$ cat src/rtl/clock_source_control_consts.vh
// register offsets, field positions, reset values and limits for the clock source control block
// assumes a 32-bit apb slave with word-aligned registers
`ifndef CLOCK_SOURCE_CONTROL_CONSTS_VH
`define CLOCK_SOURCE_CONTROL_CONSTS_VH

`define OFS_SYSTEM_CLOCK_CONTROL 12'h000
`define OFS_PLL_CONTROL 12'h004
`define OFS_SUBOSC_CONTROL 12'h008
`define OFS_RTC_CONTROL_THREE 12'h00C
`define OFS_RTC_CONTROL_FOUR 12'h010
`define OFS_SLEEP_RETURN_CLOCK_CONTROL 12'h014
`define OFS_FLASH_WAIT_SETTING 12'h018
`define OFS_VOLTAGE_MONITOR1_CONTROL 12'h01C
`define OFS_VOLTAGE_MONITOR2_CONTROL 12'h020
`define OFS_IRQ_STATUS 12'h024
`define OFS_IRQ_MASK 12'h028
`define OFS_CLOCK_STATUS 12'h02C
`define OFS_CLOCK_FREQ_MHZ 12'h030

`define SYS_CLOCK_SOURCE_SELECT_PLL 3'h4
`define SYS_CLOCK_SOURCE_SELECT_RESET 3'h0
`define SYS_CLOCK_SOURCE_SELECT_MSB 10
`define SYS_CLOCK_SOURCE_SELECT_LSB 8
`define RSTCK_EN_BIT 7
`define IRQ_COND_DROP 2'h1
`define IRQ_COND_RESET 2'h0
`define FLASH_WAIT_RESET 2'h2
`define FREQ_RESET 8'h08
`define FREQ_LIMIT_LOW 8'h32
`define FREQ_LIMIT_MID 8'h64
`define FREQ_LIMIT_HIGH 8'hC8

`define IRQ_BIT_MONITOR 0
`define IRQ_BIT_WAKE 1
`define IRQ_BIT_WAIT_ERR 2
`define IRQ_BIT_SLEEP_WRITE 3
`define IRQ_WIDTH 4

`endif

$ cat src/rtl/clock_source_control.v
// clock source selection, pll stop, sub-oscillator run control, rtc control and flash waits
// assumes apb master on pclk; sleep, wake and supply-drop inputs are synchronous to pclk
//
// Our own choices: the APB register port and the address map.
`timescale 1ns/1ps
`default_nettype none
`include "clock_source_control_consts.vh"
module clock_source_control (
	input wire pclk,
	input wire presetn,
	input wire psel,
	input wire penable,
	input wire pwrite,
	input wire [11:0] paddr,
	input wire [31:0] pwdata,
	output wire [31:0] prdata,
	output wire pready,
	output wire pslverr,
	input wire sleep_mode,
	input wire wake_event,
	input wire supply_drop,
	output wire [2:0] sys_clock_source_select,
	output wire pll_running,
	output wire subosc_running,
	output wire rtc_count_enable,
	output wire [1:0] flash_wait_setting,
	output wire irq
);
	reg [2:0] sys_clock_source_select_reg;
	reg pll_stop_control_reg;
	reg subosc_stop_reg;
	reg [1:0] monitor1_irq_condition_reg;
	reg [1:0] monitor2_irq_condition_reg;
	reg [7:0] sleep_return_clock_control_reg;
	reg [1:0] flash_wait_reg;
	reg [7:0] freq_reg;
	reg [3:0] irq_status_reg;
	reg [3:0] irq_mask_reg;
	reg [31:0] prdata_reg;
	// rtc registers have no reset: they hold across a device reset
	reg rtc_subosc_enable_reg;
	reg [6:0] rtc_three_rest_reg;
	reg rtc_count_source_select_reg;
	reg [6:0] rtc_four_rest_reg;
	reg supply_drop_reg;
	wire wr;
	wire rd;
	wire addr_ok;
	wire wait_ok;
	wire monitor_armed;
	wire drop_event;
	wire wake_switch;
	wire sleep_write;
	wire [3:0] irq_set;
	wire setup_read;
	wire wr_sysclk;
	wire wr_pll;
	wire wr_subosc;
	wire wr_sleep_ret;
	wire wr_flash;
	wire wr_mon1;
	wire wr_mon2;
	wire wr_mask;
	wire wr_status;
	wire wr_freq;
	wire wr_rtc3;
	wire wr_rtc4;
	reg [2:0] sys_clock_source_select_next;
	reg pll_stop_control_next;
	reg [3:0] irq_status_next;
	reg [31:0] prdata_next;

	function is_reg;
		input [11:0] a;
		begin
			is_reg = (a <= `OFS_CLOCK_FREQ_MHZ) && (a[1:0] == 2'h0);
		end
	endfunction

	function is_ofs;
		input [11:0] a;
		input [11:0] ofs;
		begin
			is_ofs = (a == ofs);
		end
	endfunction

	assign wr = psel && penable && pwrite;
	assign rd = psel && penable && !pwrite;
	assign addr_ok = is_reg(paddr);
	assign pready = 1'b1;
	assign prdata = prdata_reg;
	// combinational so the master sees it at the very edge that ends the access
	assign pslverr = psel && penable && !addr_ok;
	assign setup_read = psel && !penable && !pwrite;
	assign wr_sysclk = wr && is_ofs(paddr, `OFS_SYSTEM_CLOCK_CONTROL);
	assign wr_pll = wr && is_ofs(paddr, `OFS_PLL_CONTROL);
	assign wr_subosc = wr && is_ofs(paddr, `OFS_SUBOSC_CONTROL);
	assign wr_sleep_ret = wr && is_ofs(paddr, `OFS_SLEEP_RETURN_CLOCK_CONTROL);
	assign wr_flash = wr && is_ofs(paddr, `OFS_FLASH_WAIT_SETTING);
	assign wr_mon1 = wr && is_ofs(paddr, `OFS_VOLTAGE_MONITOR1_CONTROL);
	assign wr_mon2 = wr && is_ofs(paddr, `OFS_VOLTAGE_MONITOR2_CONTROL);
	assign wr_mask = wr && is_ofs(paddr, `OFS_IRQ_MASK);
	assign wr_status = wr && is_ofs(paddr, `OFS_IRQ_STATUS);
	assign wr_freq = wr && is_ofs(paddr, `OFS_CLOCK_FREQ_MHZ);
	assign wr_rtc3 = wr && is_ofs(paddr, `OFS_RTC_CONTROL_THREE);
	assign wr_rtc4 = wr && is_ofs(paddr, `OFS_RTC_CONTROL_FOUR);

	assign monitor_armed = (monitor1_irq_condition_reg == `IRQ_COND_DROP) ||
		(monitor2_irq_condition_reg == `IRQ_COND_DROP);
	assign drop_event = monitor_armed && supply_drop && !supply_drop_reg;
	assign wake_switch = wake_event && sleep_mode &&
		sleep_return_clock_control_reg[`RSTCK_EN_BIT];
	// writes to the sleep return clock control register during sleep are dropped and flagged rather than applied
	assign sleep_write = wr && sleep_mode &&
		(paddr == `OFS_SLEEP_RETURN_CLOCK_CONTROL);
	assign irq_set = {sleep_write, !wait_ok, wake_switch, drop_event};

	assign sys_clock_source_select = sys_clock_source_select_reg;
	// pll also kept alive while selected so the core clock never vanishes
	assign pll_running = !pll_stop_control_reg || (sys_clock_source_select_reg == `SYS_CLOCK_SOURCE_SELECT_PLL);
	assign subosc_running = !subosc_stop_reg || rtc_subosc_enable_reg;
	assign rtc_count_enable = rtc_count_source_select_reg ? 1'b1 : subosc_running;
	assign flash_wait_setting = flash_wait_reg;
	assign irq = |(irq_status_reg & irq_mask_reg);

	flash_wait_check u_wait_check (
		.freq_mhz(freq_reg),
		.wait_states(flash_wait_reg),
		.wait_ok(wait_ok)
	);

	// drop beats wake beats a software write of the source select
	always @* begin
		sys_clock_source_select_next = sys_clock_source_select_reg;
		if (drop_event) begin
			sys_clock_source_select_next = `SYS_CLOCK_SOURCE_SELECT_RESET;
		end else if (wake_switch) begin
			sys_clock_source_select_next = sleep_return_clock_control_reg[2:0];
		end else if (wr_sysclk) begin
			sys_clock_source_select_next = pwdata[`SYS_CLOCK_SOURCE_SELECT_MSB:`SYS_CLOCK_SOURCE_SELECT_LSB];
		end
	end

	always @* begin
		pll_stop_control_next = pll_stop_control_reg;
		if (drop_event) begin
			pll_stop_control_next = 1'b1;
		end else if (wr_pll) begin
			pll_stop_control_next = pwdata[0];
		end
	end

	// set wins over write-one-to-clear
	always @* begin
		irq_status_next = irq_status_reg;
		if (wr_status) begin
			irq_status_next = irq_status_reg & ~pwdata[3:0];
		end
		irq_status_next = irq_status_next | irq_set;
	end

	// read data captured in setup so it stands for the whole access phase
	always @* begin
		prdata_next = 32'h00000000;
		if (is_ofs(paddr, `OFS_SYSTEM_CLOCK_CONTROL)) begin
			prdata_next = {21'h0, sys_clock_source_select_reg, 8'h00};
		end else if (is_ofs(paddr, `OFS_PLL_CONTROL)) begin
			prdata_next = {31'h0, pll_stop_control_reg};
		end else if (is_ofs(paddr, `OFS_SUBOSC_CONTROL)) begin
			prdata_next = {31'h0, subosc_stop_reg};
		end else if (is_ofs(paddr, `OFS_RTC_CONTROL_THREE)) begin
			prdata_next = {24'h0, rtc_three_rest_reg, rtc_subosc_enable_reg};
		end else if (is_ofs(paddr, `OFS_RTC_CONTROL_FOUR)) begin
			prdata_next = {24'h0, rtc_four_rest_reg, rtc_count_source_select_reg};
		end else if (is_ofs(paddr, `OFS_SLEEP_RETURN_CLOCK_CONTROL)) begin
			prdata_next = {24'h0, sleep_return_clock_control_reg};
		end else if (is_ofs(paddr, `OFS_FLASH_WAIT_SETTING)) begin
			prdata_next = {30'h0, flash_wait_reg};
		end else if (is_ofs(paddr, `OFS_VOLTAGE_MONITOR1_CONTROL)) begin
			prdata_next = {30'h0, monitor1_irq_condition_reg};
		end else if (is_ofs(paddr, `OFS_VOLTAGE_MONITOR2_CONTROL)) begin
			prdata_next = {30'h0, monitor2_irq_condition_reg};
		end else if (is_ofs(paddr, `OFS_IRQ_STATUS)) begin
			prdata_next = {28'h0, irq_status_reg};
		end else if (is_ofs(paddr, `OFS_IRQ_MASK)) begin
			prdata_next = {28'h0, irq_mask_reg};
		end else if (is_ofs(paddr, `OFS_CLOCK_STATUS)) begin
			prdata_next = {28'h0, wait_ok, rtc_count_enable, subosc_running, pll_running};
		end else if (is_ofs(paddr, `OFS_CLOCK_FREQ_MHZ)) begin
			prdata_next = {24'h0, freq_reg};
		end
	end

	always @(posedge pclk or negedge presetn) begin
		if (!presetn) begin
			sys_clock_source_select_reg <= `SYS_CLOCK_SOURCE_SELECT_RESET;
			pll_stop_control_reg <= 1'b1;
			irq_status_reg <= 4'h0;
		end else begin
			sys_clock_source_select_reg <= sys_clock_source_select_next;
			pll_stop_control_reg <= pll_stop_control_next;
			irq_status_reg <= irq_status_next;
		end
	end

	// cleared at reset; a level held across reset is taken in the first cycle after it while both monitors are still disarmed, so it raises no drop edge
	always @(posedge pclk or negedge presetn) begin
		if (!presetn) begin
			supply_drop_reg <= 1'b0;
		end else begin
			supply_drop_reg <= supply_drop;
		end
	end

	always @(posedge pclk or negedge presetn) begin
		if (!presetn) begin
			subosc_stop_reg <= 1'b0;
		end else if (wr_subosc) begin
			subosc_stop_reg <= pwdata[0];
		end
	end

	// writes during sleep are refused: a wake may be using this register
	always @(posedge pclk or negedge presetn) begin
		if (!presetn) begin
			sleep_return_clock_control_reg <= 8'h00;
		end else if (wr_sleep_ret && !sleep_mode) begin
			sleep_return_clock_control_reg <= pwdata[7:0];
		end
	end

	always @(posedge pclk or negedge presetn) begin
		if (!presetn) begin
			flash_wait_reg <= `FLASH_WAIT_RESET;
		end else if (wr_flash) begin
			flash_wait_reg <= pwdata[1:0];
		end
	end

	always @(posedge pclk or negedge presetn) begin
		if (!presetn) begin
			monitor1_irq_condition_reg <= `IRQ_COND_RESET;
		end else if (wr_mon1) begin
			monitor1_irq_condition_reg <= pwdata[1:0];
		end
	end

	always @(posedge pclk or negedge presetn) begin
		if (!presetn) begin
			monitor2_irq_condition_reg <= `IRQ_COND_RESET;
		end else if (wr_mon2) begin
			monitor2_irq_condition_reg <= pwdata[1:0];
		end
	end

	always @(posedge pclk or negedge presetn) begin
		if (!presetn) begin
			irq_mask_reg <= 4'h0;
		end else if (wr_mask) begin
			irq_mask_reg <= pwdata[3:0];
		end
	end

	// frequency is software's word only; nothing measures the real clock
	always @(posedge pclk or negedge presetn) begin
		if (!presetn) begin
			freq_reg <= `FREQ_RESET;
		end else if (wr_freq) begin
			freq_reg <= pwdata[7:0];
		end
	end

	always @(posedge pclk or negedge presetn) begin
		if (!presetn) begin
			prdata_reg <= 32'h00000000;
		end else if (setup_read) begin
			prdata_reg <= prdata_next;
		end
	end

	// no reset on purpose: values survive a device reset
	always @(posedge pclk) begin
		if (wr_rtc3) begin
			rtc_subosc_enable_reg <= pwdata[0];
			rtc_three_rest_reg <= pwdata[7:1];
		end
	end

	always @(posedge pclk) begin
		if (wr_rtc4) begin
			rtc_count_source_select_reg <= pwdata[0];
			rtc_four_rest_reg <= pwdata[7:1];
		end
	end
endmodule
`default_nettype wire

$ cat src/rtl/flash_wait_check.v
// checks a flash wait count against the system clock frequency band
// assumes frequency is given in whole megahertz
`timescale 1ns/1ps
`default_nettype none
`include "clock_source_control_consts.vh"
module flash_wait_check (
	input wire [7:0] freq_mhz,
	input wire [1:0] wait_states,
	output wire wait_ok
);
	reg ok;
	always @* begin
		if (freq_mhz <= `FREQ_LIMIT_LOW) begin
			ok = (wait_states <= 2'h2);
		end else if (freq_mhz <= `FREQ_LIMIT_MID) begin
			ok = (wait_states == 2'h1) || (wait_states == 2'h2);
		end else if (freq_mhz <= `FREQ_LIMIT_HIGH) begin
			ok = (wait_states == 2'h2);
		end else begin
			ok = 1'b0;
		end
	end
	assign wait_ok = ok;
endmodule
`default_nettype wire

$ cat config.mk
export PLATFORM = sky130hd
export DESIGN_NAME = clock_source_control
export DESIGN_NICKNAME = d
export VERILOG_FILES = /design/src/rtl/clock_source_control.v /design/src/rtl/flash_wait_check.v
export VERILOG_INCLUDE_DIRS = /design/src /design/src/rtl
export SDC_FILE = /design/constraint.sdc
export NUM_CORES = 1
export LEC_CHECK = 0
export BUFFER_PORTS_ARGS = -buffer_cell sky130_fd_sc_hd__buf_2
export CAP_MARGIN = 10
export CORE_ASPECT_RATIO = 1.75
export CORE_MARGIN = 10
export CORE_UTILIZATION = 45
export CTS_BUF_LIST = sky130_fd_sc_hd__clkbuf_16
export CTS_CLUSTER_SIZE = 10
export DETAILED_ROUTE_END_ITERATION = 7
export HOLD_SLACK_MARGIN = 0.03
export PLACE_DENSITY = 0.7
export SLEW_MARGIN = 20
export SYNTH_ARGS = -nofsm -noshare
export SYNTH_HDL_FRONTEND = slang
export SYNTH_SLANG_ARGS = --single-unit
$ cat constraint.sdc
create_clock -name pclk -period 5.45 [get_ports pclk]
set_input_delay 0.545 -clock pclk [delete_from_list [all_inputs] [get_ports pclk]]
set_output_delay 0.545 -clock pclk [all_outputs]
set_load 0.01 [all_outputs]
* After elaboration in Yosys (flattened, before gate mapping)
Index checks and enable logic that the tools add are counted.
Storage, ports and cells: output and inout port bits 43, flip-flop bits (word level) 84
Operators by class: mux-type cells 23, eq/ne operators 17, reductions and logical operators 42, magnitude comparators 5, bitwise operators 4
Operator list (number):
- $mux 8 | 12
- $eq 12x6->1 const B | 5
- $eq 12x5->1 const B | 4
- $mux 32 | 1
- $logic_and 1x1->1 | 25
- $eq 12x4->1 const B | 2
- $eq 12x3->1 const B | 1
- $le 12x6->1 const B | 1
- $logic_not 12->1 | 1
- $mux 3 | 3
- $and 4x4->4 | 2
- $le 8x6->1 const B | 1
- $le 8x7->1 const B | 1
- $le 8x8->1 const B | 1
- $logic_not 1->1 | 8
- $eq 2x1->1 const B | 3
- $mux 1 | 6
- $logic_or 1x1->1 | 4
- $mux 4 | 1
- $not 4->4 | 1
- $or 4x4->4 | 1
- $reduce_or 4->1 | 1
- $eq 3x3->1 const B | 1
- $reduce_bool 3->1 | 1
- 4 further kinds | 4

* Longest topological paths before layout
Gate-level depths: netlist (run 1).
word-level depth 16, depth in mapped cells 8, depth with buffers taken out 7

* Hierarchy
A second synthesis (run 1) with hierarchy kept.
Second synthesis, totals: cells, all modules 321, area total of the unflattened synthesis 3432.0 µm²
By module, submodules not included:
- clock_source_control | area each 3315.7 µm², instances 1, cells an instance 307, sequential area each 1660.3 µm²
- flash_wait_check | area each 116.4 µm², instances 1, cells an instance 14, sequential area each 0.0 µm²

* Worst setup path after synthesis (run 1)
Ideal clock, no wire load.
kind input port to flip-flop, from input paddr[4], to register rtc_count_source_select_reg, enable pin, required time 5080 ps, path buffers 2, stages on the path 5, data arrival time 1799 ps, slack 3280 ps, cell sequence buf_2 > nor2b_1 > nand3_1 > clkbuf_1 > nor2_1
Between the ends: word-level cells in the longest chain between the ends 2
Ends and longest elaborated chain:
- start: declaration | line clock_source_control.v:14 | input wire [11:0] paddr,
- $eq 12x5->1 | line clock_source_control.v:84 | is_ofs = (a == ofs);
- $logic_and 1x1->1 | line clock_source_control.v:107 | assign wr_rtc4 = wr && is_ofs(paddr, `OFS_RTC_CONTROL_FOUR);
- via wr_rtc4 | line clock_source_control.v:67 | wire wr_rtc4;
- end signal: assignment | line clock_source_control.v:292 | rtc_count_source_select_reg <= pwdata[0];
- end: declaration | line clock_source_control.v:43 | reg rtc_count_source_select_reg;
The timed path passes the listed nets, and every way through them passes these cells. A chain may end at the register's enable or synchronous reset.

* Final worst setup path (run 1)
Ends and elaborated chain as after synthesis.

==> impl_metrics.tcl, run 1 <==
set metrics [dict create \
    run_status "finished, final reports clean" \
    clock_latency_ns 0.34 \
    syn_to_final_growth_pct 14.8 \
    yosys_warnings 0 \
    row_count 42 \
    drt_iter0_markers 300 \
    layout.nets 441 \
    fin_crit_ns 2.87 \
    num-fill-cells 698 \
    wire_per_inst_um 21.6 \
    fmax_mhz 348 \
    cts_tree "done" \
    rsz0062_at_grt "no" \
    postRouteAntennaNets 0 \
    start_util 0.460 \
    hold_path.class "in2async" \
    dieArea_mm2 0.0118 \
    synth_area_leaders "dfrtp_1 32%, edfxtp_1 14%, mux2_2 4.9%, buf_4 4.7%, nand2_1 3.5%" \
    crit_fanout 18 \
    min_period_over_period 0.527 \
    startpoint_type "input port" \
    cts_hold_buf 0 \
    grt_pass1_wl_mm 15.7 \
    track_usage 0.175 \
    route.met3.wl_um 843 \
    cts.sinks 63 \
    finalHoldViolCount 0 \
    r2r_start "freq_reg[0]" \
    synth_common_cells "44 x dfrtp_1, 32 x nand2_1, 31 x nor2_1, 22 x buf_4, 20 x o21ai_0" \
    path_class "in2reg" \
    wl_mm 10.4 \
    wl_met2_mm 5.51 \
    worst_pin_slew_ns 0.912 \
    largest_register_ffs 11 \
    m1WireLength_mm 3.53 \
    dr.max_layer_used "met4" \
    diodes 0 \
    core_mm2 0.00757 \
    synthCells 336 \
    crit_start "paddr[4]" \
    synth_top_flop_cell "dfrtp_1" \
    arrival_ns 2.83 \
    grt_max_degree 48 \
    slowest_delay_ns 0.93 \
    die_w_um 86.5 \
    ctsResizeCount 0 \
    vdd_drop_max_uv 191 \
    drive_gt1_frac 0.268 \
    htree_levels 3 \
    num_vias 2940 \
    worstPathRequired_ns 5.41 \
    slew_viol_final 0 \
    hold_slack_ns 0.226 \
    finalWorstSetupSlack_ns 2.58 \
    worst_setup_path_end_kind "flop" \
    synth_cell_type_count 62 \
    synth_top_cell_by_area "dfrtp_1" \
    max_cap_viol_count 0 \
    clk_pin_slew_worst_paths_ns 0.05 \
    fp.dieH_um 136 \
    synth-edff-count 16 \
    ys_seq_elements 63 \
    async_flop_share 0.746 \
    drc 0 \
    preCtsSetupSlack_ns 2.24 \
    ioPinCount 95 \
    setup_viol_count_final 0 \
    drt_first_pass_iters 5 \
    yosysSeqAreaShare 0.477 \
    cp_slowest_cell "nor2_1" \
    fin_setup_tns_ns 0 \
    grt_overflow_total 0 \
    numCtsBuffers 9 \
    relSlewSlack 0.390 \
    cellLeakagePower_nw 1.84 \
    syn-cell-area_mm2 0.00348 \
    finalClockSkew_ns 0.00657 \
    cp_cell_sequence "buf_2, nor2b_1, nand3_1, nor2_1" \
    cts_root_buf "clkbuf_16" \
    antenna_found_initial 0 \
    clockBufferDepth 2 \
    place_congestion 0.912 \
    netlist.area_leader.share 0.316 \
    routed_via_density 6.13 \
    post_cts_buffers 0 \
    p_per_area_mw_per_mm2 280 \
    grt_pass1_vias 2975 \
    dp_hpwl_mm 7.63 \
    synthMostInstantiatedCell "dfrtp_1" \
    avgSynthCellArea_um2 10.4 \
    numPortBuffers 51 \
]
==> metrics by stage <==
stage	power, mW	utilization	cell area, µm²	std cells
floorplan	0.545	-	3560	356
global placement	0.569	0.489	3700	464
detailed placement	0.569	0.489	3700	464
CTS	1.12	0.528	3990	480
global route	1.16	0.528	4000	480
finish	1.12	0.528	4000	480
==> cells in the final DEF (no fill, tap or decap), types with 6 or more instances in the layout <==
master,n
a22oi_1,9
nor2_1,31
inv_1,14
edfxtp_1,16
nand2_1,32
conb_1,22
buf_2,50
nand3_1,14
a31oi_1,7
mux2_4,7
mux2_2,15
a21oi_1,9
mux2i_1,6
clkbuf_16,9
dfrtp_1,44
o21ai_0,20
==> layer usage <==
layer | track usage | vias up
met1 | 0.170 | 1425
met2 | 0.308 | 174
met3 | 0.0533 | 38
met4 | 0.115 | 0
met5 | 0 | -
li1 | - | 1303
==> worst paths after layout <==
check	end	slack, ns	cells past startpoint
min in group pclk	supply_drop_reg	0.33	1
min	sleep_return_clock_control_reg[6]	0.23	1
max reg2reg	prdata[3]	3.32	6
max in group asynchronous	subosc_stop_reg	4.80	1
max	rtc_count_source_select_reg	2.58	4
min reg2reg	prdata[8]	0.47	2
==> logic make-up (layout without fill, tap and decap cells) <==
logic type                 count (synthesis)  after routing  share of synthesized area
AOI/OAI and AO/OA                         85             85                      0.170
adders and majority gates                  2              2                    0.00719
buffers and inverters                     46             82                     0.0823
DFF                                       63             63                      0.477
muxes                                     28             28                     0.0960
other                                      2             22                    0.00216
and+or+nand+nor                          110            110                      0.165
==> worst max-delay path, delay by kind of cell <==
kind / cells / cell delay, ns
buffers and inverters: 1 / 0.28
AND/OR/NAND/NOR: 3 / 1.98
==> cell type report <==
class | count | area, µm² | share of cell area
Clock buffer | 9 | 225 | 0.0564
Timing Repair Buffer | 54 | 280 | 0.0701
Tap cell | 88 | 110 | 0.0276
Multi-Input combinational cell | 247 | 1610 | 0.403
Inverter | 12 | 45.0 | 0.0113
Clock inverter | 7 | 66.3 | 0.0166
Sequential cell | 63 | 1660 | 0.415
==> report_power, final <==
group	switching (mW)	internal [mW]	total [mW]
Sequential	0.00104	0.487	0.488
Clock	0.205	0.350	0.554
Combinational	0.0536	0.0212	0.0748
(Power assumes the default switching activity.)
==> run 2: changes to the inputs <==
ABC_AREA = 1   (was default)
PLACE_DENSITY = 0.73   (was 0.7)
clock period = 2.45 ns   (was 5.45 ns; I/O delays follow)
==> impl_metrics.tcl, run 2 <==
set metrics [dict create \
    run_status "finished, final reports clean" \
    clockBufferDepth 2 \
    synth_top_flop_cell "dfrtp_1" \
    netlist.area_leader.share 0.324 \
    syn_to_final_growth_pct 17.7 \
    fin_setup_tns_ns 0 \
    wl_met2_mm 4.48 \
    cp_common_cell "nand3_1" \
    diodes 0 \
    post_cts_buffers 0 \
    cellLeakagePower_nw 1.96 \
    postRouteAntennaNets 0 \
    place_congestion 0.879 \
    wl_mm 9.02 \
    min_period_over_period 0.687 \
    worst_setup_path_end_kind "flop" \
    drive_gt1_frac 0.176 \
    num_vias 3020 \
    dr.max_layer_used "met4" \
    grt_max_degree 30 \
    worstPathRequired_ns 2.68 \
    synth_common_cells "112 x nand2_1, 50 x inv_1, 44 x dfrtp_1, 44 x nor2_1" \
    cp_cell_sequence "nor2_1, o21ai_0, nand3_1, nand2_1, nand3_1, nand3_1, nand3_1, nand2_1, o22ai_1, nand3_1, nand2_1, nand2_1" \
    setup_viol_count_final 0 \
    layout_common_cells "112 x nand2_1, 51 x buf_2, 50 x inv_1, 44 x nor2_1, 44 x dfrtp_1" \
    finalHoldViolCount 0 \
    finalWorstSetupSlack_ns 0.768 \
    synthMostInstantiatedCell "nand2_1" \
    track_usage 0.165 \
    largest_register_ffs 11 \
    grt_overflow_total 0 \
    drt_first_pass_iters 4 \
    cp_slowest_cell "dfrtp_1" \
    crit_fanout 4 \
    antenna_found_initial 0 \
    cts_hold_buf 1 \
    rsz0062_at_grt "no" \
    yosys_warnings 0 \
    worst_pin_slew_ns 0.678 \
    vdd_drop_max_uv 570 \
    grt_pass1_vias 3139 \
    synth_top_cell_by_area "dfrtp_1" \
    htree_levels 3 \
    synthCells 428 \
    hold_start "supply_drop" \
    start_util 0.467 \
    max_cap_viol_count 0 \
    grt_pass1_wl_mm 15.2 \
    arrival_ns 1.91 \
    hold_slack_ns 0.0403 \
    final_common_cell "nand2_1" \
    finalClockSkew_ns 0.00654 \
    layout.nets 544 \
    drc 0 \
    cts.sinks 63 \
    dieArea_mm2 0.0116 \
    numCtsBuffers 9 \
    ys_seq_elements 63 \
    fin_crit_ns 1.68 \
    routed_via_density 5.20 \
    route.met3.wl_um 744 \
    m1WireLength_mm 3.33 \
    clock_latency_ns 0.33 \
    synth_cell_type_count 34 \
    clk_pin_slew_worst_paths_ns 0.06 \
    syn-cell-area_mm2 0.00340 \
    core_mm2 0.00728 \
    row_count 41 \
    ioPinCount 95 \
    numPortBuffers 51 \
    slowest_delay_ns 0.45 \
    slew_viol_final 0 \
    startpoint_type "flop" \
    drt_iter0_markers 244 \
    cts_tree "done" \
    async_flop_share 0.746 \
    die_w_um 85.7 \
    dp_hpwl_mm 6.91 \
    wire_per_inst_um 15.5 \
    relSlewSlack 0.548 \
    avgSynthCellArea_um2 7.95 \
    fmax_mhz 594 \
    r2r_start "freq_reg[0]" \
    crit_start "freq_reg[0]" \
    synth-edff-count 16 \
    synth_area_leaders "dfrtp_1 32%, edfxtp_1 14%, nand2_1 12%, nand3_1 6.0%, o21ai_0 6.0%" \
    p_per_area_mw_per_mm2 617 \
    yosysSeqAreaShare 0.488 \
    path_class "reg2reg" \
    ctsResizeCount 0 \
    fp.dieH_um 135 \
    preCtsSetupSlack_ns 0.546 \
    final_core_util 0.549 \
    cts_root_buf "clkbuf_16" \
    hold_path.class "in2reg" \
]
==> run 2: cell types whose count changed after synthesis, moves of 9 or more <==
cell / change
nor2_1: +13
a22oi_1: -9
nand2_1: +80
inv_1: +38
nand3_1: +27
mux2_2: -15
o21ai_0: +21
==> run 2: area by class of cell <==
class	count	area, µm²
Timing Repair Buffer	57	303
Clock buffer	9	225
Sequential cell	63	1660
Inverter	53	199
Clock inverter	7	72.6
Fill cell	701	3280
Multi-Input combinational cell	306	1430
Tap cell	86	108
==> run 2: cells by family after synthesis <==
logic type / synth area share
AO/OA/AOI/OAI: 0.0971
adder cells (fa/ha/maj): 0.00736
buffers and inverters: 0.112
other: 0.00221
AND/OR/NAND/NOR: 0.293
flip-flops: 0.488
==> run 2: worst paths after layout <==
kind                                    to  slack (ns)  cells after the start
min in group asynchronous      freq_reg[2]        0.48                      2
max reg2reg                      prdata[3]        0.77                     12
max                              prdata[3]        0.77                     12
max in group asynchronous      freq_reg[3]        1.29                      3
min reg2reg                      prdata[2]        0.47                      2
min                        supply_drop_reg        0.04                      1
==> run 2: per-stage QoR <==
stage                     instance area [µm²]  total power [mW]  instances
after floorplan                          3480              1.19        448
after global placement                   3690              1.23        564
after detailed placement                 3690              1.23        564
after CTS                                4000              2.49        581
after global routing                     4000              2.57        581
final                                    4000              2.47        581
==> run 2: where the power goes <==
group / switching [mW] / internal, mW / leakage, nW
Clock: 0.471 / 0.787 / 0.143
Combinational: 0.0923 / 0.0352 / 1.06
Sequential: 0.00257 / 1.08 / 0.761
Total: 0.566 / 1.90 / 1.96
==> run 2: layer usage <==
layer	track usage	up-vias
li1	-	1479
met1	0.169	1397
met2	0.273	109
met3	0.0590	35
met4	0.112	0
met5	0	-
==> run 2: worst max-delay path, delay by kind of cell (launching register included) <==
kind	cells	cell delay, ns
AOI/OAI and AO/OA	2	0.29
and+or+nand+nor	10	0.84
DFF	1	0.45
